$ cat config.mk
export PLATFORM = sky130hd
export DESIGN_NAME = spv_port
export DESIGN_NICKNAME = d
export VERILOG_FILES = /design/src/spv_pkg.sv /design/src/spv_port.sv /design/src/spv_sync.sv
export SDC_FILE = /design/constraint.sdc
export NUM_CORES = 1
export LEC_CHECK = 0
export BUFFER_PORTS_ARGS = -buffer_cell sky130_fd_sc_hd__buf_2
export CAP_MARGIN = 5
export CORE_UTILIZATION = 51
export CTS_CLUSTER_SIZE = 25
export DETAILED_ROUTE_END_ITERATION = 12
export GPL_ROUTABILITY_DRIVEN = 0
export PLACE_DENSITY = 0.75
export SLEW_MARGIN = 0
export SYNTH_ARGS = -nofsm -noshare
export SYNTH_HDL_FRONTEND = slang
export SYNTH_SLANG_ARGS = --single-unit
$ cat constraint.sdc
create_clock -name clk_i -period 9.39 [get_ports clk_i]
set_input_delay 1.878 -clock clk_i [delete_from_list [all_inputs] [get_ports clk_i]]
set_output_delay 1.878 -clock clk_i [all_outputs]
set_load 0.03 [all_outputs]
$ cat src/spv_pkg.sv
/*
 Shared constants and carrier types for the serial program/verify port.
 Assumes a 125 MHz system clock and a byte-wide nonvolatile array port outside.
*/
package spv_pkg;

    // ----------------------------------------------------------------
    // Clock and timing
    // ----------------------------------------------------------------
    localparam int CLK_MHZ = 125;
    localparam int ERASE_TIME_US = 5000;
    localparam int ERASE_CYCLES = ERASE_TIME_US * CLK_MHZ;

    // ----------------------------------------------------------------
    // Serial framing
    // ----------------------------------------------------------------
    localparam int CMD_BITS = 4;
    localparam int OPD_BITS = 16;
    localparam int FRAME_BITS = CMD_BITS + OPD_BITS;
    localparam int OUT_BITS = 8;
    localparam int OUT_START = FRAME_BITS - OUT_BITS;

    // ----------------------------------------------------------------
    // Command codes
    // ----------------------------------------------------------------
    localparam logic [3:0] CMD_CORE = 4'h0;
    localparam logic [3:0] CMD_SHIFT_LATCH = 4'h2;
    localparam logic [3:0] CMD_TRD = 4'h8;
    localparam logic [3:0] CMD_TRD_POST_INC = 4'h9;
    localparam logic [3:0] CMD_TRD_POST_DEC = 4'ha;
    localparam logic [3:0] CMD_TRD_PRE_INC = 4'hb;
    localparam logic [3:0] CMD_TWR = 4'hc;
    localparam logic [3:0] CMD_TWR_INC2 = 4'hd;
    localparam logic [3:0] CMD_TWR_DEC2 = 4'he;
    localparam logic [3:0] CMD_TWR_PROG = 4'hf;
    localparam logic [1:0] GRP_TRD = 2'h2;
    localparam logic [1:0] GRP_TWR = 2'h3;

    // ----------------------------------------------------------------
    // Pointer, core decode and erase options
    // ----------------------------------------------------------------
    localparam int PTR_W = 22;
    localparam logic [21:0] PTR_RST = 22'h000000;
    localparam logic [7:0] LATCH_RST = 8'h00;
    localparam logic [7:0] OPC_LOAD_LIT = 8'h0e;
    localparam logic [7:0] OPC_STORE_REG = 8'h6e;
    localparam logic [7:0] REG_PTR_UPPER = 8'hf8;
    localparam logic [7:0] REG_PTR_HIGH = 8'hf7;
    localparam logic [7:0] REG_PTR_LOW = 8'hf6;
    localparam logic [21:0] ERASE_OPT_ADDR = 22'h3c0004;
    localparam logic [7:0] ERASE_CHIP = 8'h80;
    localparam logic [7:0] ERASE_EEPROM = 8'h81;
    localparam logic [7:0] ERASE_BOOT = 8'h83;
    localparam logic [4:0] ERASE_BLK_HI = 5'h11;
    localparam logic [9:0] MASK_ALL = 10'h3ff;
    localparam logic [9:0] MASK_EEPROM = 10'h001;
    localparam logic [9:0] MASK_BOOT = 10'h002;
    localparam logic [9:0] MASK_BLK1 = 10'h004;
    localparam logic [9:0] MASK_NONE = 10'h000;

    typedef enum logic [1:0] {MODE_OFF, MODE_HV, MODE_LV} spv_mode_type;

    typedef struct packed {
        logic re;
        logic we;
        logic [21:0] addr;
        logic [7:0] wdata;
    } spv_nvm_req_type;

    typedef struct packed {
        logic valid;
        logic [15:0] instr;
    } spv_core_instr_type;

    typedef struct packed {
        logic busy;
        logic [7:0] option;
        logic [9:0] clear_mask;
    } spv_erase_type;

endpackage

$ cat src/spv_port.sv
/*
 Device end of the two-wire serial program/verify port: mode entry, framing,
 command execution, pointer, table latch and self-timed bulk erase.
 Assumes pins arrive asynchronously and the array answers reads one cycle later.
*/
`timescale 1ns/10ps
module spv_port #(
    parameter int ERASE_CYCLES = spv_pkg::ERASE_CYCLES
) (
    input wire logic clk_i,
    input wire logic rstn_i,
    input wire logic ce_i,
    input wire logic prog_clock_pin_i,
    input wire logic prog_data_pin_i,
    input wire logic master_clear_prog_voltage_pin_i,
    input wire logic elevated_prog_voltage_i,
    input wire logic low_volt_select_pin_i,
    input wire logic low_volt_enable_bit_i,
    input wire logic [7:0] nvm_rdata_i,
    output logic prog_data_pin_o,
    output logic prog_data_pin_oe_o,
    output logic prog_mode_o,
    output logic io_hiz_o,
    output logic shared_select_io_en_o,
    output spv_pkg::spv_nvm_req_type nvm_req_o,
    output spv_pkg::spv_core_instr_type core_instr_o,
    output spv_pkg::spv_erase_type erase_o,
    output logic prog_start_o,
    output logic [21:0] pointer_o,
    output logic [7:0] table_latch_o
);
    localparam int ECW = $clog2(ERASE_CYCLES + 1);

    // ----------------------------------------------------------------
    // Helpers
    // ----------------------------------------------------------------
    function automatic logic [21:0] ptr_step(input logic [21:0] p, input logic [1:0] n, input logic dn);
        ptr_step = dn ? p - 22'(n) : p + 22'(n);
    endfunction

    function automatic logic [9:0] erase_mask(input logic [7:0] opt);
        if (opt == spv_pkg::ERASE_CHIP) begin
            erase_mask = spv_pkg::MASK_ALL;
        end else if (opt == spv_pkg::ERASE_EEPROM) begin
            erase_mask = spv_pkg::MASK_EEPROM;
        end else if (opt == spv_pkg::ERASE_BOOT) begin
            erase_mask = spv_pkg::MASK_BOOT;
        end else if (opt[7:3] == spv_pkg::ERASE_BLK_HI) begin
            erase_mask = spv_pkg::MASK_BLK1 << opt[2:0];
        end else begin
            erase_mask = spv_pkg::MASK_NONE;
        end
    endfunction

    function automatic logic is_out_cmd(input logic [3:0] c);
        is_out_cmd = (c == spv_pkg::CMD_SHIFT_LATCH) || (c[3:2] == spv_pkg::GRP_TRD);
    endfunction

    // ----------------------------------------------------------------
    // Pin synchronisers
    // ----------------------------------------------------------------
    logic [4:0] pins_s;
    logic [4:0] pins_p;

    spv_sync #(.WIDTH(5)) u_sync (
        .clk_i(clk_i),
        .rstn_i(rstn_i),
        .ce_i(ce_i),
        .d_i({low_volt_select_pin_i, elevated_prog_voltage_i, master_clear_prog_voltage_pin_i,
              prog_data_pin_i, prog_clock_pin_i}),
        .q_o(pins_s),
        .q_prev_o(pins_p)
    );

    spv_pkg::spv_mode_type mode_r;
    logic in_mode;
    logic rise;
    logic fall;
    logic clr_rise;
    logic [4:0] cnt_r;
    logic [18:0] sh_r;
    logic [3:0] cmd_r;
    logic [3:0] cmd_now;
    logic [15:0] operand;
    logic cmd_done;
    logic frame_done;
    logic cmd_ok_r;
    logic exec_cmd;
    logic exec_frame;
    logic busy_r;
    logic [ECW-1:0] ecnt_r;
    logic pend_r;
    logic [7:0] opt_r;
    logic [9:0] clear_r;
    logic out_r;
    logic dout_r;
    logic oe_r;
    logic [21:0] ptr_r;
    logic [7:0] w_r;
    logic [7:0] latch_r;
    logic rd_wait_r;
    spv_pkg::spv_nvm_req_type nvm_r;
    spv_pkg::spv_core_instr_type core_r;
    logic prog_r;

    assign in_mode = (mode_r != spv_pkg::MODE_OFF);
    assign rise = ce_i & in_mode & pins_s[0] & ~pins_p[0];
    assign fall = ce_i & in_mode & ~pins_s[0] & pins_p[0];
    assign clr_rise = ce_i & pins_s[2] & ~pins_p[2];

    // ----------------------------------------------------------------
    // Mode entry
    // ----------------------------------------------------------------
    always_ff @(posedge clk_i or negedge rstn_i) begin
        if (!rstn_i) begin
            mode_r <= spv_pkg::MODE_OFF;
        end else if (ce_i) begin
            if (!pins_s[2]) begin
                mode_r <= spv_pkg::MODE_OFF;
            end else if (clr_rise && !pins_s[0] && !pins_s[1] && !in_mode) begin
                if (pins_s[3]) begin
                    mode_r <= spv_pkg::MODE_HV;
                end else if (low_volt_enable_bit_i && pins_s[4]) begin
                    mode_r <= spv_pkg::MODE_LV;
                end
            end
        end
    end

    assign prog_mode_o = in_mode;
    assign io_hiz_o = in_mode;
    assign shared_select_io_en_o = (mode_r != spv_pkg::MODE_LV);

    // ----------------------------------------------------------------
    // Framing
    // ----------------------------------------------------------------
    assign cmd_done = fall && (cnt_r == 5'(spv_pkg::CMD_BITS - 1));
    assign frame_done = fall && (cnt_r == 5'(spv_pkg::FRAME_BITS - 1));
    assign cmd_now = {pins_s[1], sh_r[2:0]};
    assign operand = {pins_s[1], sh_r[18:4]};
    assign exec_cmd = cmd_done && !busy_r;
    assign exec_frame = frame_done && cmd_ok_r && !busy_r;

    always_ff @(posedge clk_i or negedge rstn_i) begin
        if (!rstn_i) begin
            cnt_r <= '0;
            sh_r <= '0;
        end else if (ce_i) begin
            if (!in_mode) begin
                cnt_r <= '0;
            end else if (fall) begin
                sh_r[cnt_r] <= pins_s[1];
                cnt_r <= frame_done ? 5'h00 : cnt_r + 5'h01;
            end
        end
    end

    always_ff @(posedge clk_i or negedge rstn_i) begin
        if (!rstn_i) begin
            cmd_r <= spv_pkg::CMD_CORE;
            cmd_ok_r <= 1'b0;
        end else if (ce_i && cmd_done) begin
            cmd_r <= cmd_now;
            cmd_ok_r <= !busy_r;
        end
    end

    // ----------------------------------------------------------------
    // Serial data output
    // ----------------------------------------------------------------
    always_ff @(posedge clk_i or negedge rstn_i) begin
        if (!rstn_i) begin
            out_r <= 1'b0;
            dout_r <= 1'b0;
            oe_r <= 1'b0;
        end else if (ce_i) begin
            if (!in_mode || frame_done) begin
                out_r <= 1'b0;
                oe_r <= 1'b0;
            end else if (exec_cmd) begin
                out_r <= is_out_cmd(cmd_now);
            end else if (rise && out_r && cnt_r >= 5'(spv_pkg::OUT_START)) begin
                dout_r <= latch_r[3'(cnt_r - 5'(spv_pkg::OUT_START))];
                oe_r <= 1'b1;
            end
        end
    end

    assign prog_data_pin_o = dout_r;
    assign prog_data_pin_oe_o = oe_r;

    // ----------------------------------------------------------------
    // Pointer and core instruction
    // ----------------------------------------------------------------
    always_ff @(posedge clk_i or negedge rstn_i) begin
        if (!rstn_i) begin
            ptr_r <= spv_pkg::PTR_RST;
            w_r <= spv_pkg::LATCH_RST;
            core_r <= '0;
        end else if (ce_i) begin
            core_r.valid <= 1'b0;
            if (exec_cmd && cmd_now[3:2] == spv_pkg::GRP_TRD && cmd_now != spv_pkg::CMD_TRD) begin
                ptr_r <= ptr_step(ptr_r, 2'd1, cmd_now == spv_pkg::CMD_TRD_POST_DEC);
            end else if (exec_frame && cmd_r == spv_pkg::CMD_TWR_INC2) begin
                ptr_r <= ptr_step(ptr_r, 2'd2, 1'b0);
            end else if (exec_frame && cmd_r == spv_pkg::CMD_TWR_DEC2) begin
                ptr_r <= ptr_step(ptr_r, 2'd2, 1'b1);
            end else if (exec_frame && cmd_r == spv_pkg::CMD_CORE) begin
                core_r.valid <= 1'b1;
                core_r.instr <= operand;
                if (operand[15:8] == spv_pkg::OPC_LOAD_LIT) begin
                    w_r <= operand[7:0];
                end else if (operand[15:8] == spv_pkg::OPC_STORE_REG) begin
                    if (operand[7:0] == spv_pkg::REG_PTR_UPPER) begin
                        ptr_r[21:16] <= w_r[5:0];
                    end else if (operand[7:0] == spv_pkg::REG_PTR_HIGH) begin
                        ptr_r[15:8] <= w_r;
                    end else if (operand[7:0] == spv_pkg::REG_PTR_LOW) begin
                        ptr_r[7:0] <= w_r;
                    end
                end
            end
        end
    end

    assign pointer_o = ptr_r;
    assign core_instr_o = core_r;

    // ----------------------------------------------------------------
    // Array access and table latch
    // ----------------------------------------------------------------
    always_ff @(posedge clk_i or negedge rstn_i) begin
        if (!rstn_i) begin
            nvm_r <= '0;
            prog_r <= 1'b0;
        end else if (ce_i) begin
            nvm_r.re <= 1'b0;
            nvm_r.we <= 1'b0;
            prog_r <= 1'b0;
            if (exec_cmd && cmd_now[3:2] == spv_pkg::GRP_TRD) begin
                nvm_r.re <= 1'b1;
                nvm_r.addr <= ptr_step(ptr_r, 2'(cmd_now == spv_pkg::CMD_TRD_PRE_INC), 1'b0);
            end else if (exec_frame && cmd_r[3:2] == spv_pkg::GRP_TWR) begin
                nvm_r.we <= 1'b1;
                nvm_r.addr <= ptr_r;
                nvm_r.wdata <= operand[7:0];
                prog_r <= (cmd_r == spv_pkg::CMD_TWR_PROG);
            end
        end
    end

    always_ff @(posedge clk_i or negedge rstn_i) begin
        if (!rstn_i) begin
            rd_wait_r <= 1'b0;
            latch_r <= spv_pkg::LATCH_RST;
        end else if (ce_i) begin
            rd_wait_r <= nvm_r.re;
            if (rd_wait_r) begin
                latch_r <= nvm_rdata_i;
            end
        end
    end

    assign nvm_req_o = nvm_r;
    assign prog_start_o = prog_r;
    assign table_latch_o = latch_r;

    // ----------------------------------------------------------------
    // Bulk erase
    // ----------------------------------------------------------------
    always_ff @(posedge clk_i or negedge rstn_i) begin
        if (!rstn_i) begin
            pend_r <= 1'b0;
            opt_r <= spv_pkg::LATCH_RST;
            busy_r <= 1'b0;
            ecnt_r <= '0;
            clear_r <= spv_pkg::MASK_NONE;
        end else if (ce_i) begin
            clear_r <= spv_pkg::MASK_NONE;
            if (!in_mode) begin
                pend_r <= 1'b0;
            end else if (exec_frame && cmd_r[3:2] == spv_pkg::GRP_TWR && ptr_r == spv_pkg::ERASE_OPT_ADDR) begin
                pend_r <= (erase_mask(operand[7:0]) != spv_pkg::MASK_NONE);
                opt_r <= operand[7:0];
            end else if (exec_cmd && cmd_now == spv_pkg::CMD_CORE && pend_r) begin
                pend_r <= 1'b0;
                busy_r <= 1'b1;
                ecnt_r <= ECW'(ERASE_CYCLES - 1);
            end
            if (busy_r) begin
                if (ecnt_r == '0) begin
                    busy_r <= 1'b0;
                    clear_r <= erase_mask(opt_r);
                end else begin
                    ecnt_r <= ecnt_r - 1'b1;
                end
            end
        end
    end

    assign erase_o = '{busy: busy_r, option: opt_r, clear_mask: clear_r};

    // ----------------------------------------------------------------
    // Assertions
    // ----------------------------------------------------------------
    property p_lv_entry;
        @(posedge clk_i) disable iff (!rstn_i)
        $rose(mode_r == spv_pkg::MODE_LV) |-> $past(low_volt_enable_bit_i) && $past(pins_s[4]);
    endproperty
    a_lv_entry: assert property (p_lv_entry) else $error("low-voltage entry without enable");

    property p_sel_hiz;
        @(posedge clk_i) disable iff (!rstn_i)
        $rose(mode_r == spv_pkg::MODE_LV) |-> !shared_select_io_en_o && io_hiz_o && $past(!io_hiz_o);
    endproperty
    a_sel_hiz: assert property (p_sel_hiz) else $error("select pin or hiz wrong in mode");

    property p_drive_after_rise;
        @(posedge clk_i) disable iff (!rstn_i)
        ($changed(prog_data_pin_o) || $rose(prog_data_pin_oe_o)) |-> $past(rise);
    endproperty
    a_drive_after_rise: assert property (p_drive_after_rise) else $error("data changed off rising edge");

    property p_release;
        @(posedge clk_i) disable iff (!rstn_i)
        frame_done && ce_i |=> !prog_data_pin_oe_o;
    endproperty
    a_release: assert property (p_release) else $error("data pin not released at frame end");

    property p_lsb_first;
        @(posedge clk_i) disable iff (!rstn_i)
        rise && out_r && !frame_done && cnt_r == 5'(spv_pkg::OUT_START) |=> prog_data_pin_o == $past(latch_r[0]);
    endproperty
    a_lsb_first: assert property (p_lsb_first) else $error("first output bit not latch bit 0");

    property p_inc2;
        @(posedge clk_i) disable iff (!rstn_i)
        exec_frame && ce_i && cmd_r == spv_pkg::CMD_TWR_INC2 |=> ptr_r == $past(ptr_r) + 22'h000002;
    endproperty
    a_inc2: assert property (p_inc2) else $error("pointer not advanced by two");

    property p_write_prog;
        @(posedge clk_i) disable iff (!rstn_i)
        exec_frame && ce_i && cmd_r == spv_pkg::CMD_TWR_PROG |=> nvm_req_o.we && prog_start_o
            && nvm_req_o.wdata == $past(operand[7:0]);
    endproperty
    a_write_prog: assert property (p_write_prog) else $error("write and program start missing");

    property p_core;
        @(posedge clk_i) disable iff (!rstn_i)
        exec_frame && ce_i && cmd_r == spv_pkg::CMD_CORE |=> core_instr_o.valid
            && core_instr_o.instr == $past(operand);
    endproperty
    a_core: assert property (p_core) else $error("core instruction not passed");

    property p_erase_start;
        @(posedge clk_i) disable iff (!rstn_i)
        exec_cmd && ce_i && cmd_now == spv_pkg::CMD_CORE && pend_r |=> erase_o.busy ##1 erase_o.busy;
    endproperty
    a_erase_start: assert property (p_erase_start) else $error("erase did not start on NOP");

    property p_erase_clear;
        @(posedge clk_i) disable iff (!rstn_i)
        $fell(busy_r) |-> erase_o.clear_mask == erase_mask(opt_r) && erase_o.clear_mask != spv_pkg::MASK_NONE;
    endproperty
    a_erase_clear: assert property (p_erase_clear) else $error("protect clear mask wrong");

    c_read: cover property (@(posedge clk_i) disable iff (!rstn_i) $fell(prog_data_pin_oe_o));
    c_erase: cover property (@(posedge clk_i) disable iff (!rstn_i) $fell(busy_r));
    c_prog: cover property (@(posedge clk_i) disable iff (!rstn_i) prog_start_o);
endmodule

$ cat src/spv_sync.sv
/*
 Two-flop synchroniser bank with a third stage for edge detection.
 Assumes asynchronous inputs; q_prev_o is q_o delayed one enabled cycle.
*/
`timescale 1ns/10ps
module spv_sync #(
    parameter int WIDTH = 1
) (
    input wire logic clk_i,
    input wire logic rstn_i,
    input wire logic ce_i,
    input wire logic [WIDTH-1:0] d_i,
    output logic [WIDTH-1:0] q_o,
    output logic [WIDTH-1:0] q_prev_o
);
    logic [WIDTH-1:0] meta_r;
    logic [WIDTH-1:0] q_r;
    logic [WIDTH-1:0] prev_r;

    always_ff @(posedge clk_i or negedge rstn_i) begin
        if (!rstn_i) begin
            meta_r <= '0;
            q_r <= '0;
            prev_r <= '0;
        end else if (ce_i) begin
            meta_r <= d_i;
            q_r <= meta_r;
            prev_r <= q_r;
        end
    end

    assign q_o = q_r;
    assign q_prev_o = prev_r;
endmodule

# After elaboration in Yosys (flattened, before gate mapping)

Cells that the tools add are included.
Widths: inputs -> output; s select.

Output and inout port bits: 104
Register bits: 176
Memories kept: 0
Latch bits: 0
Memory bits (read-only): 0
Memory bits (writable): 0
Input port bits: 17

Multipliers: 0
Divide/modulo/power cells: 0
Bitwise logic cells: 16
Reduce and logical (&&, ||, !) cells: 57
Equality and inequality tests: 34
Order comparisons: 4
Shift-type cells: 2
Muxes and demuxes: 65
Add/sub/neg operators: 8

Operator list:

| cell                  | number |
|---|---|
| $mux 22               | 8 |
| $mux 10               | 13 |
| $mux 20               | 5 |
| $eq 8x8->1 const B    | 9 |
| $mux 17               | 4 |
| $mux 31               | 1 |
| $mux 8                | 3 |
| $add 22x1->22         | 1 |
| $add 22x1->22 const B | 1 |
| $add 22x2->22 const B | 1 |
| $eq 22x22->1 const B  | 1 |
| $logic_and 1x1->1     | 22 |
| $sub 22x1->22 const B | 1 |
| $sub 22x2->22 const B | 1 |
| $eq 4x4->1 const B    | 5 |
| $logic_not 20->1      | 1 |
| $reduce_bool 4->1     | 5 |
| $shl 3x3->10 const A  | 2 |
| $sub 20x1->20 const B | 1 |
| $bwmux 19             | 1 |
| $mux 1                | 19 |
| $mux 16               | 1 |
| $ne 4x4->1 const B    | 4 |
| $eq 5x5->1 const B    | 3 |
| other kinds (33)      | 73 |

# Depth between registers and ports, before layout

Gate-level depths: netlist of the first run.

Depth in word-level cells: 15
Depth in mapped cells: 12
Gate-level depth less buffers: 10

# Cells and area by module

A second synthesis of the first run with hierarchy kept.

Cells, all modules: 1,152
Area total of the unflattened synthesis: 10,536.4 um^2

By module, submodules not included:

| module   | area each (um^2) | sequential area each (um^2) | instances | cells each |
|---|---|---|---|---|
| spv_port | 9,923.3          | 4,053.9                     | 1         | 1,120 |
| spv_sync | 613.1            | 375.4                       | 1         | 32 |

# Worst setup path before layout of the first run

Ideal clock, no wire load.

Path kind: input port to flip-flop
Start: input ce_i
End: register w_r[0]
Arrival time: 3.499 ns
Setup time: 0.125 ns
Buffers on the path: 2
Setup slack: 5.767 ns
Stages on the path: 7
Required time: 9.265 ns
Path through: o21ai_1 -> buf_2 -> nor2_1 -> nand4b_1 -> buf_2 -> nor4b_4 -> mux2_2

Word-level cells in the longest chain between the ends: 9
Elaborated cells between the ends (all ways): 17
Those cells by class: 6 x bitwise; 11 x reduce/logical

RTL lines:

| what                                        | RTL line                                          | RTL |
|---|---|---|
| start, declared                             | spv_port.sv:12                                    | `input wire logic ce_i,` |
| $and 1x1->1 (3 in series)                   | spv_port.sv:108                                   | `assign fall = ce_i & in_mode & ~pins_s[0] & pins_p[0];` |
| $logic_and 1x1->1, on equally long branches | spv_port.sv:138, spv_port.sv:137                  |  |
| $logic_and 1x1->1, on equally long branches | spv_port.sv:142, spv_port.sv:141                  |  |
| $logic_and 1x1->1, on equally long branches | spv_port.sv:142, spv_port.sv:202                  |  |
| $logic_and 1x1->1, on equally long branches | spv_port.sv:206, spv_port.sv:202, spv_port.sv:204 |  |
| $not 1->1 (no source line)                  | -                                                 |  |
| $reduce_and 6->1 (no source line) (*)       | -                                                 |  |
| end signal, assigned                        | spv_port.sv:198                                   | `w_r <= spv_pkg::LATCH_RST;` |
| end signal, assigned                        | spv_port.sv:212                                   | `w_r <= operand[7:0];` |
| end, declared                               | spv_port.sv:99                                    | `logic [7:0] w_r;` |

Every way passes the cells marked *; elsewhere a longest branch is shown, timed or not.
A chain may end at the register's enable or synchronous reset.

# Final worst setup path of the first run

Start: input ce_i
End: register w_r[7]

The elaborated chain is that of the path after synthesis.

==> key figures, run 1 <==
Run status
  • Status: finished clean

Setup path
  • Worst path slowest cell: nand4b_1
  • Largest stage delay, worst path: 0.87 ns
  • R2r endpoint: pointer_o[20]$_DFFE_PN0P_
  • Worst setup startpoint: ce_i
  • Internal reg-to-reg setup slack: 5.68 ns
  • CP required: 9.71 ns
  • Reg2Reg Depth: 10
  • Setup crit end kind: flop
  • Worst setup SP type: primary input
  • Crit path kind: in2reg
  • Worst-path maximum fanout: 24
  • Worst-path cell chain: buf_2 > o21ai_1 > nor2_1 > nand4b_1 > nor4b_4 > mux2_2
  • Critical path's top delay family: simple AND/OR/NAND/NOR gates
  • CP bufs+invs: 1
  • Reg2reg start: sh_r[2]$_DFFE_PN0P_
  • Arr. time, crit path: 5.19 ns

Global routing
  • GR Util met3: 7.46%
  • Vias in the first global route: 8702
  • Total GRT Usage: 29.3%
  • Largest net degree at the start of global routing: 106
  • GR Util met2: 45.4%
  • Initial antenna violation count: 0
  • First-pass GRT wire length: 46800 µm
  • GR Util met1: 39.1%
  • GRT busiest layer: met2
  • GR Overflow Total: 0

Logic synthesis
  • Number of synthesized flops with an enable pin: 0
  • Most frequent cells after synthesis: dfrtp_1, nand2_1, mux2_2, nor2_1, o21ai_0
  • Netlist cell types: 83
  • Count leader, synth: dfrtp_1
  • Syn Inst Count: 1105
  • YS warnings: 0
  • Post-Synthesis Net Count: 1133
  • Largest cells by area after synthesis: dfrtp_1, mux2_2, nand2_1
  • Cell area after synthesis: 0.0102 mm²
  • Sequential share of the synthesized area: 42.5%
  • Async S/R FF share, synth: 100%
  • Post-Syn Area per Cell: 9.27 µm²
  • Area leader, netlist: dfrtp_1
  • Primary FF master, synth: dfrtp_1
  • FF+latch count, synth: 174
  • Synth top area share: 42.5%

CTS
  • Post-CTS setup buffer count: 0
  • CTS Sinks: 174
  • CTS tree: built
  • Clock Tree Buf Depth: 2
  • Num CTS Buffers: 17
  • Skew-Pair Late Insertion Delay: 0.44 ns
  • Hold-fix buffers at CTS: 0
  • H-Tree Depth: 4
  • Post-CTS resize count: 0
  • Register clock-pin slew on the reported worst setup and hold paths: 0.07 ns
  • Root Buffer Master: clkbuf_16

Timing
  • Minimum clock period: 4.87 ns
  • Tcrit/Tclk final: 51.9%
  • Final hold violation count: 0
  • RSZ-0062 raised after global routing: no
  • Worst Tran Pin Value: 1.18 ns
  • Setup TNS: 0 ns
  • Setup violations, final: 0
  • Final Skew: 0.00683 ns
  • Post-route setup slack: 4.52 ns
  • Achievable frequency: 0.205 GHz
  • Fin. max-slew vios: 0
  • Hold_ws: 0.475 ns
  • Max-slew headroom: 20.7%

Cells and area
  • Area taken by multi-input logic gates: 0.00550 mm²
  • Syn-to-layout area delta: 12.3%
  • Fill count: 1723
  • Nets: 1205
  • Layout cells sized above 1: 22.5%
  • Final instance area: 0.0115 mm²
  • Sequential Area: 0.00435 mm²
  • Final core utilization: 58.7%
  • Post-route insts no fill: 1456

Die
  • Width of the die: 144 µm
  • Starting Density: 52.3%
  • DIE AREA: 0.0207 mm²
  • Cell Rows: 51
  • Ports: 121
  • Die height: 144 µm
  • Core area: 0.0196 mm²

Run
  • Max Cap Viol: 0

Placement
  • Place WS: 4.01 ns
  • Detailed Place HPWL: 20300 µm
  • Post-Place Cells: 1423
  • Placed Area: 0.0109 mm²
  • Port Buffers: 120

Min path
  • Min-delay src: clear_r[8]$_DFFE_PN0P_
  • HP Class: reg2reg
  • Hold path cells: 1
  • Hold endpoint: clear_r[8]$_DFFE_PN0P_

Routing
  • Post-DR wirelength/cell: 20.2 µm
  • Iter 0 DRT Violations: 1018
  • Routed WL: 29500 µm
  • DRC violation count after routing: 0
  • Mean number of vias per cell: 6.40
  • Pre-antenna DRT Iters: 7
  • Vias: 9319
  • Post-route antenna net violation count: 0

Power and ir drop
  • Maximum vdd drop: 0.129 mV
  • Leak pwr: 5.25 nW
  • Power consumption: 1.62 mW
  • PwrDens: 141 mW/mm²
power breakdown:
| group | internal [mW] | total (mW) | switching (mW) | leakage (nW) |
|---|---|---|---|---|
| Clock | 0.358 | 0.676 | 0.317 | 0.262 |
| Combinational | 0.0497 | 0.145 | 0.0954 | 2.62 |
| Sequential | 0.769 | 0.802 | 0.0326 | 2.38 |
placed cells by master (no fill, tap or decap), types with 11 or more instances in the layout:
master / instances
xor2_1: 11
a31oi_1: 20
dfrtp_1: 174
a21oi_1: 42
mux2i_1: 12
buf_2: 119
nand3_1: 38
xnor2_1: 19
nor2_1: 75
o21ai_0: 64
o31ai_1: 11
nand2b_1: 12
nor4_1: 26
mux2_2: 75
ha_1: 11
or3_1: 14
nand4_1: 27
inv_1: 21
clkbuf_16: 17
nand2_1: 140
and3_1: 13
a221oi_1: 11
nor3_1: 36
area by class of cell:
class                           count  area share (%)
Multi-Input combinational cell    834            47.8
Tap cell                          265            2.88
Timing Repair Buffer              129            5.86
Sequential cell                   174            37.8
Clock buffer                       20            3.97
Antenna cell                        1          0.0218
Clock inverter                     12           0.892
Inverter                           21           0.685
logic make-up after synthesis:
family                   synth area share, %
AO/OA/AOI/OAI                           16.3
buffers and inverters                   3.91
adder cells (fa/ha/maj)                 1.34
AND/OR/NAND/NOR                         23.4
XOR/XNOR                                2.56
flip-flops                              42.5
multiplexers                            9.96
worst max-delay path by stage:
stage / to / slack, ns / cells past startpoint
CTS: w_r[7]$_DFFE_PN0P_ / 4.45 / 6
global placement: w_r[5]$_DFFE_PN0P_ / 4.13 / 6
detailed placement: w_r[7]$_DFFE_PN0P_ / 4.01 / 6
global route: w_r[5]$_DFFE_PN0P_ / 4.16 / 6
floorplan: w_r[0]$_DFFE_PN0P_ / 5.77 / 7
finish: w_r[7]$_DFFE_PN0P_ / 4.52 / 6
sequential cells by signal, summed over array words and instances (netlist names), 8 cells and up:
register / cells
clear_r: 10
core_instr_o: 17
ecnt_r: 20
nvm_req_o: 32
opt_r: 8
pointer_o: 22
sh_r: 18
table_latch_o: 8
w_r: 8
metal layers:
layer	vias up	part of all wire, %	wire length [µm]
met1	4436	42	12300
met4	0	3.5	1030
met2	537	45	13200
met3	109	9.9	2930
met5	-	0	0
li1	4237	-	-
Note: power is estimated with default switching activity, not from simulation.
==> run 2, diff against run 1 <==
ABC_AREA = 1   (was not set)
clock period = 5.07 ns   (was 9.39 ns; I/O delays follow)
==> run 2 against run 1 <==
- total power rose by 130%
- cell count increased by 33%
- cell area increased by 7.5%
- combinational power increased to 5.2 times the previous value
- die area grew 7.4%
- largest power group unchanged
- highest routed layer unchanged
==> key figures, run 2 <==
Setup path
  • Worst setup SP type: primary input (unchanged)
  • Worst-path maximum fanout: 26 (was 24)
  • Arr. time, crit path: 3.91 ns (was 5.19 ns)
  • Worst setup startpoint: ce_i (unchanged)
  • CP bufs+invs: 2 (was 1)
  • Reg2reg start: cnt_r[2]$_DFFE_PN0P_ (was sh_r[2]$_DFFE_PN0P_)
  • Crit path kind: in2reg (unchanged)
  • Most used cell, CP: nor2_4
  • Worst-path cell chain: buf_2 > nand3_4 > nor2_4 > nand2_4 > nor2_4 > nand3_1 > nand2_2 > inv_1 > o22ai_1 > o311ai_0 > nand2_1 (was buf_2 > o21ai_1 > nor2_1 > nand4b_1 > nor4b_4 > mux2_2)
  • Setup crit end kind: flop (unchanged)
  • CP required: 5.45 ns (was 9.71 ns)
  • Largest stage delay, worst path: 0.61 ns (was 0.87 ns)
  • Critical path's top delay family: simple AND/OR/NAND/NOR gates (unchanged)
  • Worst path slowest cell: nand2_2 (was nand4b_1)

CTS
  • Register clock-pin slew on the reported worst setup and hold paths: 0.07 ns (about the same)
  • Hold-fix buffers at CTS: 0 (unchanged)
  • Post-CTS resize count: 0 (unchanged)
  • Clock Tree Buf Depth: 2 (unchanged)
  • Skew-Pair Late Insertion Delay: 0.45 ns (was 0.44 ns)
  • Post-CTS setup buffer count: 0 (unchanged)
  • CTS Sinks: 174 (unchanged)
  • CTS tree: built (unchanged)
  • Root Buffer Master: clkbuf_16 (unchanged)
  • H-Tree Depth: 4 (unchanged)
  • Num CTS Buffers: 17 (unchanged)

Die
  • Ports: 121 (unchanged)
  • Width of the die: 149 µm (was 144 µm)
  • Starting Density: 52.2% (was 52.3%)
  • DIE AREA: 0.0222 mm² (was 0.0207 mm²)
  • Cell Rows: 53 (was 51)
  • Core area: 0.0211 mm² (was 0.0196 mm²)
  • Die height: 149 µm (was 144 µm)

Logic synthesis
  • Post-Syn Area per Cell: 7.05 µm² (was 9.27 µm²)
  • Count leader, synth: nand2_1 (was dfrtp_1)
  • Cell area after synthesis: 0.0110 mm² (was 0.0102 mm²)
  • FF+latch count, synth: 174 (unchanged)
  • Primary FF master, synth: dfrtp_1 (unchanged)
  • Syn Inst Count: 1562 (was 1105)
  • Async S/R FF share, synth: 100% (unchanged)
  • YS warnings: 0 (unchanged)
  • Area leader, netlist: dfrtp_1 (unchanged)
  • Sequential share of the synthesized area: 39.5% (was 42.5%)
  • Number of synthesized flops with an enable pin: 0 (unchanged)
  • Most frequent cells after synthesis: nand2_1, nor2_1, dfrtp_1 (was dfrtp_1, nand2_1, mux2_2, nor2_1, o21ai_0)
  • Synth top area share: 39.5% (was 42.5%)
  • Largest cells by area after synthesis: dfrtp_1, nand2_1, nor2_1 (was dfrtp_1, mux2_2, nand2_1)
  • Netlist cell types: 50 (was 83)
  • Post-Synthesis Net Count: 1590 (was 1133)

Run status
  • Status: finished clean (unchanged)

Power and ir drop
  • Maximum vdd drop: 0.275 mV (was 0.129 mV)
  • PwrDens: 303 mW/mm² (was 141 mW/mm²)
  • Power consumption: 3.74 mW (was 1.62 mW)
  • Leak pwr: 6.35 nW (was 5.25 nW)

Cells and area
  • Most frequent cells in the layout: nand2_1, nor2_1, dfrtp_1, inv_1, buf_2 (was dfrtp_1, nand2_1, buf_2, nor2_1, mux2_2)
  • Final instance area: 0.0124 mm² (was 0.0115 mm²)
  • Most common cell after layout, fill and taps aside: nand2_1 (was dfrtp_1)
  • Layout cells sized above 1: 13.2% (was 22.5%)
  • Max FFs per register: 32 (unchanged)
  • Syn-to-layout area delta: 12.3% (about the same)
  • Nets: 1679 (was 1205)
  • Final core utilization: 58.7% (about the same)

Routing
  • DRC violation count after routing: 0 (unchanged)
  • Pre-antenna DRT Iters: 6 (was 7)
  • Post-DR wirelength/cell: 17.7 µm (was 20.2 µm)
  • Routed WL: 34300 µm (was 29500 µm)
  • Post-route antenna net violation count: 0 (unchanged)
  • Vias: 11100 (was 9319)
  • Mean number of vias per cell: 5.73 (was 6.40)
  • Iter 0 DRT Violations: 1194 (was 1018)

Global routing
  • Initial antenna violation count: 0 (unchanged)
  • Total GRT Usage: 31.6% (was 29.3%)
  • Vias in the first global route: 10200 (was 8702)
  • Largest net degree at the start of global routing: 91 (was 106)
  • GR Overflow Total: 0 (unchanged)
  • First-pass GRT wire length: 54400 µm (was 46800 µm)

Timing
  • Max-slew headroom: 37.5% (was 20.7%)
  • Achievable frequency: 0.283 GHz
  • Minimum clock period: 3.53 ns
  • RSZ-0062 raised after global routing: no (unchanged)
  • Setup violations, final: 0 (unchanged)
  • Final hold violation count: 0 (unchanged)
  • Tcrit/Tclk final: 69.7%
  • Setup TNS: 0 ns (unchanged)
  • Final Skew: 0.0130 ns (was 0.00683 ns)
  • Worst Tran Pin Value: 0.914 ns (was 1.18 ns)
  • Fin. max-slew vios: 0 (unchanged)

Placement
  • Port Buffers: 120 (unchanged)
  • Placed Area: 0.0117 mm² (was 0.0109 mm²)
  • Detailed Place HPWL: 24700 µm (was 20300 µm)

Run
  • Max Cap Viol: 0 (unchanged)

Min path
  • HP Class: reg2reg (unchanged)
  • Min-delay src: u_sync.meta_r[0]$_DFFE_PN0P_ (was clear_r[8]$_DFFE_PN0P_)
## run 2: cell types whose count changed after synthesis, moves of 50 or more
cell,before,now
nand2_1,140,422
inv_1,21,166
mux2_2,75,9
nand3_1,38,90
o21ai_0,64,114
nor2_1,75,212
## run 2: path summary, 6_finish.rpt
| path | slack (ns) | depth (start not counted) | to |
|---|---|---|---|
| min in group asynchronous | 0.63 | 1 | nvm_req_o[22]$_DFFE_PN0P_ |
| worst max-delay path | 1.54 | 11 | nvm_req_o[16]$_DFFE_PN0P_ |
| max in group asynchronous | 3.47 | 2 | cnt_r[1]$_DFFE_PN0P_ |
| worst min-delay path | 0.48 | 2 | u_sync.meta_r[0]$_DFFE_PN0P_ |
| worst max register to register | 1.95 | 9 | nvm_req_o[16]$_DFFE_PN0P_ |
| worst min register to register | 0.48 | 2 | u_sync.meta_r[0]$_DFFE_PN0P_ |
## run 2: area by class of cell
cell class,instances,area (µm²)
Fill cell,2007,8720
Multi-Input combinational cell,1159,5740
Sequential cell,174,4350
Inverter,176,661
Timing Repair Buffer,123,642
Clock buffer,17,425
Tap cell,275,344
Clock inverter,15,196
Antenna cell,1,2.50
## run 2: metal layers
layer / vias to the layer above / track usage, % / part of all wire (%)
met4: 0 / 14.9 / 4.9
met3: 116 / 6.54 / 8.9
met5: - / 0 / 0
li1: 5247 / - / -
met1: 5180 / 40.7 / 40
met2: 581 / 50.9 / 46
## run 2: through the flow
| stage | hold slack, ns | setup slack [ns] | instances |
|---|---|---|---|
| 2_1_floorplan | 0.442 | 2.54 | 1562 |
| 3_3_place_gp | 0.457 | 1.23 | 1907 |
| 3_5_place_dp | 0.463 | 1.16 | 1907 |
| 4_1_cts | 0.481 | 1.56 | 1939 |
| 5_1_grt | 0.508 | 1.27 | 1939 |
| 6_report | 0.477 | 1.54 | 1940 |
## run 2: cell families after synthesis
family | Yosys count | share of synthesized area (%)
DFF | 174 | 39.5
buffers and inverters | 229 | 8.35
xor gates and xnor gates | 50 | 3.97
and+or+nand+nor | 831 | 32.5
adders and majority gates | 11 | 1.25
muxes | 17 | 1.65
AOI/OAI and AO/OA | 250 | 12.8
## run 2: power breakdown
| part | total, mW | switching (mW) | internal, mW |
|---|---|---|---|
| Clock | 1.36 | 0.652 | 0.712 |
| Sequential | 1.63 | 0.127 | 1.50 |
| Combinational | 0.751 | 0.536 | 0.214 |
## run 2: tightest hold or removal path, cell delays in order (launching register included)
cell and delay, ns:
dfrtp_1 0.35, nand2_1 0.06, nand2_1 0.04
